`config.mk`:
```
export PLATFORM = sky130hd
export DESIGN_NAME = adsc_ctrl
export DESIGN_NICKNAME = d
export VERILOG_FILES = /design/src/rtl/adsc_pkg.sv /design/src/rtl/adsc_ctrl.sv
export VERILOG_INCLUDE_DIRS = /design/src /design/src/rtl
export SDC_FILE = /design/constraint.sdc
export NUM_CORES = 1
export LEC_CHECK = 0
export ABC_AREA = 0
export BUFFER_PORTS_ARGS = -buffer_cell sky130_fd_sc_hd__buf_2
export CORE_MARGIN = 2
export CORE_UTILIZATION = 51
export DETAILED_ROUTE_END_ITERATION = 8
export GPL_TIMING_DRIVEN = 0
export PLACE_DENSITY_LB_ADDON = 0.1
export SLEW_MARGIN = 20
export SYNTH_ARGS = -nofsm -noshare
export SYNTH_HDL_FRONTEND = slang
export SYNTH_SLANG_ARGS = --single-unit
export TNS_END_PERCENT = 100
```
`constraint.sdc`:
```
create_clock -name mclk -period 2.4 [get_ports mclk]
set_input_delay 0.72 -clock mclk [delete_from_list [all_inputs] [get_ports mclk]]
set_output_delay 0.72 -clock mclk [all_outputs]
set_load 0.02 [all_outputs]
```
`src/rtl/adsc_regs.svh`:
```
// Purpose: offsets, fields, resets and counts of the converter control
// Assumes: 4-bit register address, 8-bit data
// Notes:   definitions only
`ifndef ADSC_REGS_SVH
`define ADSC_REGS_SVH

// register offsets
`define ADSC_OFF_CFG   4'h0
`define ADSC_OFF_SC2   4'h1
`define ADSC_OFF_SC1   4'h2
`define ADSC_OFF_RESH  4'h3
`define ADSC_OFF_RESL  4'h4
`define ADSC_OFF_CVH   4'h5
`define ADSC_OFF_CVL   4'h6
`define ADSC_OFF_PC1   4'h7
`define ADSC_OFF_PC2   4'h8

// reset values
`define ADSC_RST_CFG   8'h00
`define ADSC_RST_SC2   8'h00
`define ADSC_RST_SC1   8'h1F
`define ADSC_RST_BYTE  8'h00

// field codes
`define ADSC_CLK_BUS   2'h0
`define ADSC_CLK_HALF  2'h1
`define ADSC_MODE_10   2'h2
`define ADSC_CH_OFF    5'h1F
`define ADSC_FULL_10   10'h3FF
`define ADSC_FULL_8    10'h0FF
`define ADSC_ZERO      10'h000

// sample windows in conversion clocks, rounded up from 3.5 and 23.5
`define ADSC_SMP_SHORT 5'h04
`define ADSC_SMP_LONG  5'h18
// approximation steps per resolution
`define ADSC_STEP_10   5'h0A
`define ADSC_STEP_8    5'h08

`endif

```
`src/rtl/adsc_pkg.sv`:
```
// Purpose: types of the converter control
// Assumes: fields laid out from bit 7 down
// Notes:   register images travel as packed structs
package adsc_pkg;
    // configuration register image
    typedef struct packed {
        logic       low_power_select;
        logic [1:0] clock_divide_select;
        logic       long_sample_select;
        logic [1:0] mode_select;
        logic [1:0] input_clock_select;
    } adsc_cfg_t;
    // second status/control image (bit 7 is live state)
    typedef struct packed {
        logic       conversion_active_flag;
        logic       trigger_select;
        logic       compare_enable;
        logic       compare_direction_select;
        logic [3:0] reserved;
    } adsc_sc2_t;
    // first status/control image
    typedef struct packed {
        logic       conversion_complete_flag;
        logic       complete_interrupt_enable;
        logic       continuous_select;
        logic [4:0] channel_select;
    } adsc_sc1_t;
    // converter sequence
    typedef enum logic [1:0] {
        ADSC_IDLE,
        ADSC_SAMPLE,
        ADSC_CONVERT
    } adsc_state_t;
endpackage

```
`src/rtl/adsc_ctrl.sv`:
```
// Purpose: control, configuration and result logic of a 10-bit
//          successive-approximation converter
// Assumes: analog front end hands over a code and limit flags;
//          pins and trigger arrive from outside the mclk domain
// Notes:   registers reached over a plain strobe port
//
// The implementer's own choices: strobed register access and the register addresses.
`timescale 1ns/1ps
`include "adsc_regs.svh"

//////////////////////////////////////////////////////////////////////
// What this block does
// - config bit 7 selects low power
// - config bits 6:5 divide input clock
// - config bit 4 selects long sample
// - config bits 3:2 select resolution, 10 is 10-bit
// - config bits 1:0 pick clock, 00 is bus
// - control two bit 7 shows conversion active
// - control two bit 6 picks hardware trigger
// - control two bits 5:4 compare enable, direction
// - control two bits 3:0 read zero
// - control one bit 7 read-only completion flag
// - control one bit 6 enables completion interrupt
// - control one bit 5 selects continuous conversions
// - control one bits 4:0 select channel
// - high byte read locks result until low read or control one write
// - pin bit disables digital function of pin
// - inputs beyond references clamp to scale ends
// - sample 4 or 24 conversion clocks (3.5, 23.5 rounded up)
// - compare gates completion flag by direction
// - deep stop returns every software register to reset
module adsc_ctrl
    import adsc_pkg::*;
(
    input  wire logic        mclk,
    input  wire logic        rst_b,
    input  wire logic [3:0]  reg_addr,
    input  wire logic [7:0]  reg_wdata,
    input  wire logic        reg_wr,
    input  wire logic        reg_rd,
    output logic      [7:0]  reg_rdata,
    input  wire logic        deep_stop,
    input  wire logic        hw_trig,
    input  wire logic        alt_clk,
    input  wire logic [9:0]  ana_code,
    input  wire logic        ana_at_high,
    input  wire logic        ana_at_low,
    output logic      [4:0]  ana_channel,
    output logic             ana_sampling,
    output logic             ana_low_power,
    output logic      [15:0] pin_dig_disable,
    output logic             conv_irq
);

    //////////////////////////////////////////////////////////////////
    // state
    adsc_cfg_t   cfg_ff;            // configuration
    adsc_sc2_t   sc2_ff;            // control two (bits 3:0 unused)
    adsc_sc1_t   sc1_ff;            // control one
    logic [9:0]  res_ff;            // result word
    logic [1:0]  cvh_ff;            // compare value high bits
    logic [7:0]  cvl_ff;            // compare value low byte
    logic [7:0]  pc1_ff;            // pin control, first group
    logic [7:0]  pc2_ff;            // pin control, second group
    logic        lock_ff;           // result read in progress
    adsc_state_t st_ff;             // sequence state
    adsc_state_t nxt_st;            // next sequence state
    logic [4:0]  step_ff;           // clocks spent in state
    logic [2:0]  div_ff;            // divider count
    logic        half_ff;           // bus clock divided by two
    logic [9:0]  hold_ff;           // code caught at end of sample
    logic [9:0]  clamp;             // shaped code
    logic [7:0]  rdata_ff;          // read data, one cycle late
    logic        irq_ff;            // interrupt output
    logic        smp_ff;            // sampling output
    logic [12:0] meta_ff;           // first synchroniser stage
    logic [12:0] sync_ff;           // second synchroniser stage
    logic        alt_d_ff;          // alt clock, delayed
    logic        trg_d_ff;          // trigger, delayed

    //////////////////////////////////////////////////////////////////
    // bus decode
    wire wr_cfg  = reg_wr && (reg_addr == `ADSC_OFF_CFG);
    wire wr_sc2  = reg_wr && (reg_addr == `ADSC_OFF_SC2);
    wire wr_sc1  = reg_wr && (reg_addr == `ADSC_OFF_SC1);
    wire wr_cvh  = reg_wr && (reg_addr == `ADSC_OFF_CVH);
    wire wr_cvl  = reg_wr && (reg_addr == `ADSC_OFF_CVL);
    wire wr_pc1  = reg_wr && (reg_addr == `ADSC_OFF_PC1);
    wire wr_pc2  = reg_wr && (reg_addr == `ADSC_OFF_PC2);
    wire rd_resh = reg_rd && (reg_addr == `ADSC_OFF_RESH);
    wire rd_resl = reg_rd && (reg_addr == `ADSC_OFF_RESL);

    // written control one image
    adsc_sc1_t wr_img;
    assign wr_img = adsc_sc1_t'(reg_wdata);

    //////////////////////////////////////////////////////////////////
    // synchronised pins: {alt, trig, high, low, code}
    wire [12:0] pins_in = {alt_clk, hw_trig, ana_at_high,
                           ana_at_low, ana_code[8:0]};
    // code bit 9 rides a separate pair below
    logic       c9_meta_ff;         // code msb, first stage
    logic       c9_sync_ff;         // code msb, second stage

    wire        alt_s  = sync_ff[12];
    wire        trg_s  = sync_ff[11];
    wire        hi_s   = sync_ff[10];
    wire        lo_s   = sync_ff[9];
    wire [9:0]  code_s = {c9_sync_ff, sync_ff[8:0]};

    // two stages; only the second stage feeds logic
    always_ff @(posedge mclk or negedge rst_b) begin
        if (!rst_b) begin
            meta_ff    <= 13'h0000;
            sync_ff    <= 13'h0000;
            c9_meta_ff <= 1'b0;
            c9_sync_ff <= 1'b0;
        end else begin
            meta_ff    <= pins_in;
            sync_ff    <= meta_ff;
            c9_meta_ff <= ana_code[9];
            c9_sync_ff <= c9_meta_ff;
        end
    end

    // edge memories for alt clock and trigger
    always_ff @(posedge mclk or negedge rst_b) begin
        if (!rst_b) begin
            alt_d_ff <= 1'b0;
            trg_d_ff <= 1'b0;
        end else begin
            alt_d_ff <= alt_s;
            trg_d_ff <= trg_s;
        end
    end

    wire alt_edge = alt_s && !alt_d_ff;
    wire trg_edge = trg_s && !trg_d_ff;

    //////////////////////////////////////////////////////////////////
    // conversion clock as a tick of mclk
    // the asynchronous source is stood in by the alt pin, so both
    // upper codes use it; its rate is limited to mclk/2 by sampling
    wire src_tick =
        (cfg_ff.input_clock_select == `ADSC_CLK_BUS)  ? 1'b1 :
        (cfg_ff.input_clock_select == `ADSC_CLK_HALF) ? half_ff :
        alt_edge;
    wire [2:0] div_lim =
        3'((4'h1 << cfg_ff.clock_divide_select) - 4'h1);
    wire conversion_clock = src_tick && (div_ff == div_lim);

    // divider and half-rate toggle
    always_ff @(posedge mclk or negedge rst_b) begin
        if (!rst_b) begin
            div_ff  <= 3'h0;
            half_ff <= 1'b0;
        end else if (deep_stop) begin
            div_ff  <= 3'h0;
            half_ff <= 1'b0;
        end else begin
            half_ff <= !half_ff;
            if (src_tick)
                div_ff <= conversion_clock ? 3'h0 : div_ff + 3'h1;
        end
    end

    //////////////////////////////////////////////////////////////////
    // sequence control
    wire is_10    = cfg_ff.mode_select == `ADSC_MODE_10;
    wire [4:0] smp_lim = cfg_ff.long_sample_select ?
        `ADSC_SMP_LONG : `ADSC_SMP_SHORT;
    wire [4:0] cnv_lim = is_10 ? `ADSC_STEP_10 : `ADSC_STEP_8;
    wire smp_end  = conversion_clock && (step_ff == smp_lim - 5'h01);
    wire cnv_end  = conversion_clock && (step_ff == cnv_lim - 5'h01);
    wire done     = (st_ff == ADSC_CONVERT) && cnv_end;

    // a write to control one restarts; software trigger starts
    wire sw_start = wr_sc1 && !sc2_ff.trigger_select &&
                    (wr_img.channel_select != `ADSC_CH_OFF);
    wire hw_start = trg_edge && sc2_ff.trigger_select &&
                    (st_ff == ADSC_IDLE) &&
                    (sc1_ff.channel_select != `ADSC_CH_OFF);

    // next state
    always_comb begin
        nxt_st = st_ff;
        unique case (st_ff)
            ADSC_IDLE: begin
                if (sw_start || hw_start)
                    nxt_st = ADSC_SAMPLE;
            end
            ADSC_SAMPLE: begin
                if (smp_end)
                    nxt_st = ADSC_CONVERT;
            end
            ADSC_CONVERT: begin
                if (cnv_end)
                    nxt_st = sc1_ff.continuous_select ?
                             ADSC_SAMPLE : ADSC_IDLE;
            end
        endcase
        // any write to control one aborts what runs
        if (wr_sc1)
            nxt_st = sw_start ? ADSC_SAMPLE : ADSC_IDLE;
        if (deep_stop)
            nxt_st = ADSC_IDLE;
    end

    // state, step count and caught code
    always_ff @(posedge mclk or negedge rst_b) begin
        if (!rst_b) begin
            st_ff   <= ADSC_IDLE;
            step_ff <= 5'h00;
            hold_ff <= `ADSC_ZERO;
        end else begin
            st_ff <= nxt_st;
            if (nxt_st != st_ff || wr_sc1)
                step_ff <= 5'h00;
            else if (conversion_clock)
                step_ff <= step_ff + 5'h01;
            if (st_ff == ADSC_SAMPLE && smp_end)
                hold_ff <= clamp;
        end
    end

    //////////////////////////////////////////////////////////////////
    // code shaping and compare
    // out-of-range inputs pin to the ends of the selected scale
    wire [9:0] full  = is_10 ? `ADSC_FULL_10 : `ADSC_FULL_8;
    wire [9:0] scale = is_10 ? code_s : {2'h0, code_s[9:2]};
    assign clamp = hi_s ? full :
                   lo_s ? `ADSC_ZERO : scale;

    wire [9:0] cmp_val = {cvh_ff, cvl_ff};
    wire       ge      = hold_ff >= cmp_val;
    wire       cmp_ok  = !sc2_ff.compare_enable ||
                         (sc2_ff.compare_direction_select ?
                          ge : !ge);
    // compare mode stores the difference, not the code
    wire [9:0] res_new = sc2_ff.compare_enable ?
                         hold_ff - cmp_val : hold_ff;
    // a locked result drops the new word and its flag
    wire xfer = done && cmp_ok && !lock_ff;

    //////////////////////////////////////////////////////////////////
    // result, lock and completion flag
    always_ff @(posedge mclk or negedge rst_b) begin
        if (!rst_b) begin
            res_ff  <= `ADSC_ZERO;
            lock_ff <= 1'b0;
        end else if (deep_stop) begin
            res_ff  <= `ADSC_ZERO;
            lock_ff <= 1'b0;
        end else begin
            if (xfer)
                res_ff <= res_new;
            // high byte locks, low byte or restart frees
            if (rd_resh)
                lock_ff <= 1'b1;
            else if (rd_resl || wr_sc1)
                lock_ff <= 1'b0;
        end
    end

    // flag: set wins over a control one write or low read in the same cycle
    wire nxt_conversion_complete_flag = xfer ? 1'b1 :
                    (wr_sc1 || rd_resl) ? 1'b0 :
                    sc1_ff.conversion_complete_flag;

    //////////////////////////////////////////////////////////////////
    // software registers
    always_ff @(posedge mclk or negedge rst_b) begin
        if (!rst_b) begin
            cfg_ff <= adsc_cfg_t'(`ADSC_RST_CFG);
            sc2_ff <= adsc_sc2_t'(`ADSC_RST_SC2);
            sc1_ff <= adsc_sc1_t'(`ADSC_RST_SC1);
        end else if (deep_stop) begin
            cfg_ff <= adsc_cfg_t'(`ADSC_RST_CFG);
            sc2_ff <= adsc_sc2_t'(`ADSC_RST_SC2);
            sc1_ff <= adsc_sc1_t'(`ADSC_RST_SC1);
        end else begin
            if (wr_cfg)
                cfg_ff <= adsc_cfg_t'(reg_wdata);
            if (wr_sc2) begin
                sc2_ff.trigger_select <= reg_wdata[6];
                sc2_ff.compare_enable <= reg_wdata[5];
                sc2_ff.compare_direction_select <= reg_wdata[4];
            end
            // active flag follows the sequence
            sc2_ff.conversion_active_flag <=
                (nxt_st != ADSC_IDLE);
            sc2_ff.reserved <= 4'h0;
            if (wr_sc1) begin
                sc1_ff.complete_interrupt_enable <= reg_wdata[6];
                sc1_ff.continuous_select <= reg_wdata[5];
                sc1_ff.channel_select <= reg_wdata[4:0];
            end
            sc1_ff.conversion_complete_flag <= nxt_conversion_complete_flag;
        end
    end

    // compare value and pin control bytes
    always_ff @(posedge mclk or negedge rst_b) begin
        if (!rst_b) begin
            cvh_ff <= 2'h0;
            cvl_ff <= `ADSC_RST_BYTE;
            pc1_ff <= `ADSC_RST_BYTE;
            pc2_ff <= `ADSC_RST_BYTE;
        end else if (deep_stop) begin
            cvh_ff <= 2'h0;
            cvl_ff <= `ADSC_RST_BYTE;
            pc1_ff <= `ADSC_RST_BYTE;
            pc2_ff <= `ADSC_RST_BYTE;
        end else begin
            if (wr_cvh)
                cvh_ff <= reg_wdata[1:0];
            if (wr_cvl)
                cvl_ff <= reg_wdata;
            if (wr_pc1)
                pc1_ff <= reg_wdata;
            if (wr_pc2)
                pc2_ff <= reg_wdata;
        end
    end

    //////////////////////////////////////////////////////////////////
    // read path: unmapped offsets answer zero
    wire [7:0] rd_mux =
        (reg_addr == `ADSC_OFF_CFG)  ? 8'(cfg_ff) :
        (reg_addr == `ADSC_OFF_SC2)  ? {8'(sc2_ff) & 8'hF0} :
        (reg_addr == `ADSC_OFF_SC1)  ? 8'(sc1_ff) :
        (reg_addr == `ADSC_OFF_RESH) ? {6'h00, res_ff[9:8]} :
        (reg_addr == `ADSC_OFF_RESL) ? res_ff[7:0] :
        (reg_addr == `ADSC_OFF_CVH)  ? {6'h00, cvh_ff} :
        (reg_addr == `ADSC_OFF_CVL)  ? cvl_ff :
        (reg_addr == `ADSC_OFF_PC1)  ? pc1_ff :
        (reg_addr == `ADSC_OFF_PC2)  ? pc2_ff : 8'h00;

    // read data stands one cycle, zero otherwise
    always_ff @(posedge mclk or negedge rst_b) begin
        if (!rst_b)
            rdata_ff <= 8'h00;
        else
            rdata_ff <= reg_rd ? rd_mux : 8'h00;
    end

    //////////////////////////////////////////////////////////////////
    // registered outputs toward front end and system
    always_ff @(posedge mclk or negedge rst_b) begin
        if (!rst_b) begin
            irq_ff <= 1'b0;
            smp_ff <= 1'b0;
        end else if (deep_stop) begin
            irq_ff <= 1'b0;
            smp_ff <= 1'b0;
        end else begin
            irq_ff <= nxt_conversion_complete_flag &&
                      sc1_ff.complete_interrupt_enable;
            smp_ff <= (nxt_st == ADSC_SAMPLE);
        end
    end

    assign reg_rdata       = rdata_ff;
    assign conv_irq        = irq_ff;
    assign ana_sampling    = smp_ff;
    assign ana_channel     = sc1_ff.channel_select;
    assign ana_low_power   = cfg_ff.low_power_select;
    // set bit: buffer off, pullup off; conversion still allowed
    assign pin_dig_disable = {pc2_ff, pc1_ff};

endmodule

```
# Word level (Yosys, flattened, before mapping)
# Index checks and enable logic that the tools add are counted.
word_totals:
  register_bits: 118
  input_bits: 31
  output_inout_bits: 32
  wordCells: 167
op_classes:
  addsub: 6
  order_cmp: 1
  eq_ne: 19
  shifts: 1
  n_mux: 57
  n_reduce_logical: 50
op_table:
  columns: ["operator", "count"]
  rows:
  - ["$mux W8", 20]
  - ["$mux W10", 7]
  - ["$logic_and A1 B1 Y1", 24]
  - ["$reduce_bool A2 Y1", 11]
  - ["$eq A4 B3 Y1 const B", 4]
  - ["$mux W2", 8]
  - ["$mux W5", 3]
  - ["$mux W1", 13]
  - ["$mux W3", 4]
  - ["$eq A5 B5 Y1", 2]
  - ["$ge A10 B10 Y1", 1]
  - ["$ne A5 B5 Y1 const B", 2]
  - ["$sub A10 B10 Y10", 1]
  - ["$eq A4 B2 Y1 const B", 2]
  - ["$logic_not A1 Y1", 7]
  - ["$mux W7", 1]
  - ["$eq A2 B1 Y1 const B", 3]
  - ["$pmux W2 S3", 1]
  - ["$add A5 B1 Y5 const B", 1]
  - ["$sub A4 B1 Y5 const B", 1]
  - ["$sub A5 B1 Y5 const B", 1]
  - ["$eq A2 B2 Y1 const B", 2]
  - ["$eq A4 B1 Y1 const B", 1]
  - ["$eq A4 B4 Y1 const B", 1]
  - ["other kinds (9)", 13]

# Logic depth before layout (Yosys ltp)
depth:
  depth_word: 13
  mapped_depth: 11
  mapped_depth_nobuf: 10

# Worst setup path after synthesis
# Ideal clock, no wire load.
synth_path:
  kind: "register to register"
  from: "register hold_ff[0]"
  to: "register irq_ff (netlist: conv_irq)"
  setup_time_ns: 0.087
  arrival_ns: 2.263
  required_ns: 2.313
  slack_ns: 0.050
  stages_incl_launch_ff: 11
  path_buffers: 0
  period_less_slack_ns: 2.350
  path_cell_list: "dfrtp_1 inv_1 ha_1 inv_1 fa_1 nand3_1 and2_1 a21oi_1 a31oi_1 nand2_1 a211oi_2"
synth_between:
  elab_chain_cells: 9
synth_rtl:
  columns: ["element", "line_no", "rtl"]
  rows:
  - ["start, declared", "adsc_ctrl.sv:71", "logic [9:0] hold_ff;"]
  - ["start signal, assigned", "adsc_ctrl.sv:214", "hold_ff <= `ADSC_ZERO;"]
  - ["start signal, assigned", "adsc_ctrl.sv:222", "hold_ff <= clamp;"]
  - ["$ge A10 B10 Y1 (*)", "adsc_ctrl.sv:235", "wire ge = hold_ff >= cmp_val;"]
  - ["$logic_not A1 Y1", "adsc_ctrl.sv:238", "ge : !ge);"]
  - ["$mux W1 (*)", "adsc_ctrl.sv:237", "(sc2_ff.compare_direction_select ?"]
  - ["$logic_or A1 B1 Y1 (*)", "adsc_ctrl.sv:236", "wire cmp_ok = !sc2_ff.compare_enable ||"]
  - ["$logic_and A1 B1 Y1 (*) (2 in a row)", "adsc_ctrl.sv:243", "wire xfer = done && cmp_ok && !lock_ff;"]
  - ["$mux W1 (*)", "adsc_ctrl.sv:266", "wire nxt_conversion_complete_flag = xfer ? 1'b1 :"]
  - ["$logic_and A1 B1 Y1 (*)", "adsc_ctrl.sv:357", "irq_ff <= nxt_conversion_complete_flag &&"]
  - ["$mux W1 (*)", "adsc_ctrl.sv:353", "end else if (deep_stop) begin"]
  - ["end signal, assigned", "adsc_ctrl.sv:357", null]
  - ["end, declared", "adsc_ctrl.sv:74", "logic irq_ff;"]
# Mark *: on every way between the ends. The rest lies on a longest branch, timed or not.
# A chain may end at the register's enable or synchronous reset.

# Worst setup path after layout
layout_path:
  from: "register cvl_ff[5]"
  to: "register res_ff[7]"
layout_between:
  elab_chain_cells: 7
  elab_cells_between_ends: 11
  classes_between: "1 x add/sub; 1 x order compare; 4 x mux; 5 x reduce/logical"
layout_rtl:
  columns: ["element", "line_no", "rtl"]
  rows:
  - ["start, declared", "adsc_ctrl.sv:62", "logic [7:0] cvl_ff;"]
  - ["start signal, assigned", "adsc_ctrl.sv:306", "cvl_ff <= `ADSC_RST_BYTE;"]
  - ["start signal, assigned", "adsc_ctrl.sv:311", "cvl_ff <= `ADSC_RST_BYTE;"]
  - ["start signal, assigned", "adsc_ctrl.sv:318", "cvl_ff <= reg_wdata;"]
  - ["$ge A10 B10 Y1", "adsc_ctrl.sv:235", null]
  - ["$logic_not A1 Y1", "adsc_ctrl.sv:238", null]
  - ["$mux W1", "adsc_ctrl.sv:237", null]
  - ["$logic_or A1 B1 Y1", "adsc_ctrl.sv:236", null]
  - ["$logic_and A1 B1 Y1 (2 in a row)", "adsc_ctrl.sv:243", null]
  - ["$reduce_bool A2 Y1 (no line)", null, null]
  - ["end signal, assigned", "adsc_ctrl.sv:249", "res_ff <= `ADSC_ZERO;"]
  - ["end signal, assigned", "adsc_ctrl.sv:252", "res_ff <= `ADSC_ZERO;"]
  - ["end signal, assigned", "adsc_ctrl.sv:256", "res_ff <= res_new;"]
  - ["end, declared", "adsc_ctrl.sv:60", "logic [9:0] res_ff;"]
# Parallel ways exist; a longest one is shown, timed or not. The select of a mux whose other input is x is not followed.

==> impl_metrics.tcl <==
set metrics [dict create \
    clock_skew_ps 10.7 \
    final_area_um2 7440 \
    syn_to_final_growth_pct 21.7 \
    track_usage 0.279 \
    drc 0 \
    htreeDepth 4 \
    numCtsBuffers 17 \
    worst_setup_path_start_kind "flop" \
    drt-total-wl_um 17400 \
    worstMarginPinSlew_ps 925 \
    cp.required_ps 2670 \
    core-area_um2 11600 \
    leakagePower_nw 3.37 \
    dp_hpwl_um 12500 \
    nets 766 \
    synthesis.nets 677 \
    p_sw_mw 1.87 \
    drtAntennaViolNets 0 \
    vias 5259 \
    pwr-share-comb 0.231 \
    finalCritPeriodShare 0.969 \
    synthFlopType "dfrtp_1" \
    async_flop_share 1.00 \
    ys_seq_area_frac 0.484 \
    dr_wl_met2_um 8490 \
    yosysWarnings 0 \
    cts_tree "done" \
    ios 63 \
    drv_slew 0 \
    routabilityCongestion 0.940 \
    slew_headroom 0.381 \
    via_per_inst 6.01 \
    drtIter0Drc 365 \
    fin_tns_setup_ps 0 \
    cp_max_fo 10 \
    p_sw_frac 0.298 \
    setup_viol 0 \
    wl_met3_um 1060 \
    port_buffers 61 \
    final_common_cell "dfrtp_1" \
    synth_cells 630 \
    synth.cell_area_um2 6110 \
    top_layer_used "met4" \
    synthDistinctLibCells 67 \
    die_area_um2 12900 \
    fp.dieW_um 113 \
    cts_root_buf "clkbuf_16" \
    layout_common_cells "dfrtp_1, nand2_1, buf_2, nor2_1, a21oi_1" \
    preCtsSetupSlack_ps -582 \
    ir_worst_vdd_mv 0.649 \
    rsz0062_at_grt "false" \
    rows 39 \
    path_clk_slew_ps 60 \
    p_seq_frac 0.359 \
    routedWlPerCell_um 19.9 \
    critPathArrivalTime_ps 2600 \
    synth_edf_count 0 \
    ys_ff_latch 118 \
    clockBufferDepth 2 \
    clock_latency_ps 420 \
    syn_avg_cell_area_um2 9.70 \
    antenna_found_initial 0 \
    postPlaceCellArea_um2 6630 \
    dieHeight_um 113 \
    start_util 0.528 \
    fmax_mhz 430 \
    crit_path_end_kind "flop" \
    grt_max_degree 84 \
    powerDensity_nw_per_um2 844 \
    wl_met1_um 7400 \
    drive_gt1_frac 0.216 \
    overflow 0 \
    hold_violations 0 \
    critPathKind "reg -> reg" \
    grt_pass1_wl_um 27100 \
    grt_pass1_vias 5054 \
    cts_sinks 118 \
    min-delay-path-class "in -> async" \
    setup_ws_ps 73.4 \
    clock_power_share 0.410 \
    drtPass1Iterations 6 \
    antenna_cells 0 \
    status "finished, final reports clean" \
    period_minus_slack_ps 2330 \
    cap_violations 0 \
    p_int_mw 4.40 \
]
==> final cells by class <==
cell class	count	area, um^2
clock inverter	12	154
timing repair buffer	70	412
fill	1002	4130
sequential	118	2960
clock buffer	20	447
multi-input combinational	456	3030
inverter	21	78.8
tap	143	179
buffer	35	171
==> metal layers <==
metal  track usage  vias up
met2         0.453      218
li1              -     2432
met3        0.0478       36
met1         0.370     2573
met5             0        -
met4         0.123        0
==> power by group through the flow <==
stage	Clock [mW]	Sequential, mW	Combinational, mW
2_1_floorplan	0	2.25	0.884
3_3_place_gp	0	2.27	1.18
3_5_place_dp	0	2.28	1.21
4_1_cts	2.59	2.25	1.32
5_1_grt	2.68	2.28	1.58
6_report	2.58	2.25	1.45
==> flip-flops by register name (all words and copies together) (netlist names), 2 cells and up <==
| register | count |
|---|---|
| ana_channel | 5 |
| cfg_ff | 7 |
| cvh_ff | 2 |
| cvl_ff | 8 |
| div_ff | 3 |
| hold_ff | 10 |
| meta_ff | 13 |
| pc1_ff | 8 |
| pc2_ff | 8 |
| reg_rdata | 8 |
| res_ff | 10 |
| sc1_ff | 3 |
| sc2_ff | 4 |
| st_ff | 2 |
| step_ff | 5 |
| sync_ff | 13 |
==> critical path, stage by stage, from the launching register on <==
cell and delay (ps):
dfrtp_1 360, inv_1 90, ha_1 410, a211oi_2 240
o21a_1 210, nand3_1 140, o2111a_1 310, buf_6 150
a21oi_1 180, a211oi_1 80
==> cell families after synthesis <==
kind of cell,after synthesis,share of synthesized area
flops,118,0.484
simple gates,245,0.197
fa+ha+maj,16,0.0340
xor+xnor,8,0.0115
mux,45,0.0762
compound gates,142,0.157
buf+inv,56,0.0397
==> through the flow <==
step | total power, mW | util | std cells | hold WS [ps]
after global routing | 6.54 | 0.643 | 875 | 203
after detailed placement | 3.50 | 0.573 | 835 | 335
after floorplan | 3.14 | - | 630 | 331
after CTS | 6.15 | 0.630 | 869 | 188
after global placement | 3.45 | 0.570 | 834 | 332
final | 6.28 | 0.643 | 875 | 183
==> synthesized netlist by cell type, types with 3 or more instances <==
library cell,n,area [um^2]
nor4_1,5,31.3
clkbuf_1,21,78.8
xor2_1,4,35.0
mux2i_1,42,420
nand2b_1,8,50.1
and2_1,4,25.0
a31oi_1,4,25.0
a211oi_1,3,22.5
nand3b_1,9,67.6
buf_1,5,18.8
nand2_1,77,289
nor2_1,59,221
dfrtp_1,113,2830
o21a_1,5,37.5
o211ai_1,7,52.6
xnor2_1,4,35.0
and3_1,7,43.8
nor2b_1,14,87.6
nand3_1,27,135
a21oi_1,48,240
buf_4,6,45.0
nor3_1,13,65.1
a221oi_1,4,35.0
dfstp_2,5,131
nand4_1,6,37.5
inv_1,21,78.8
a22oi_1,6,45.0
ha_1,15,188
o221ai_1,3,26.3
o21ai_0,33,165
a21boi_0,3,22.5
==> what timing repair did <==
| item | CTS | global route |
|---|---|---|
| hold buffers | 0 | 0 |
| pin swaps | 2 | 10 |
| resized for setup | 11 | 25 |
| buffers inserted | 2 | 6 |
| endpoints found under the setup margin | 17 | 35 |
==> worst paths after layout <==
| path | start | endpoint | slack, ps | depth (start not counted) |
|---|---|---|---|---|
| setup / recovery | cvl_ff[5]$_DFFE_PN0P_ | res_ff[7]$_DFFE_PN0P_ | 70 | 9 |
| hold / removal | rst_b | pc1_ff[5]$_DFFE_PN0P_ | 180 | 1 |
| setup reg to reg | cvl_ff[5]$_DFFE_PN0P_ | res_ff[7]$_DFFE_PN0P_ | 70 | 9 |
| hold reg to reg | meta_ff[3]$_DFF_PN0_ | sync_ff[3]$_DFF_PN0_ | 340 | 0 |
| max in group asynchronous | rst_b | st_ff[0]$_DFF_PN0_ | 1460 | 2 |
| min in group mclk | meta_ff[3]$_DFF_PN0_ | sync_ff[3]$_DFF_PN0_ | 340 | 0 |
No activity file was read; power rests on OpenSTA's default activity.
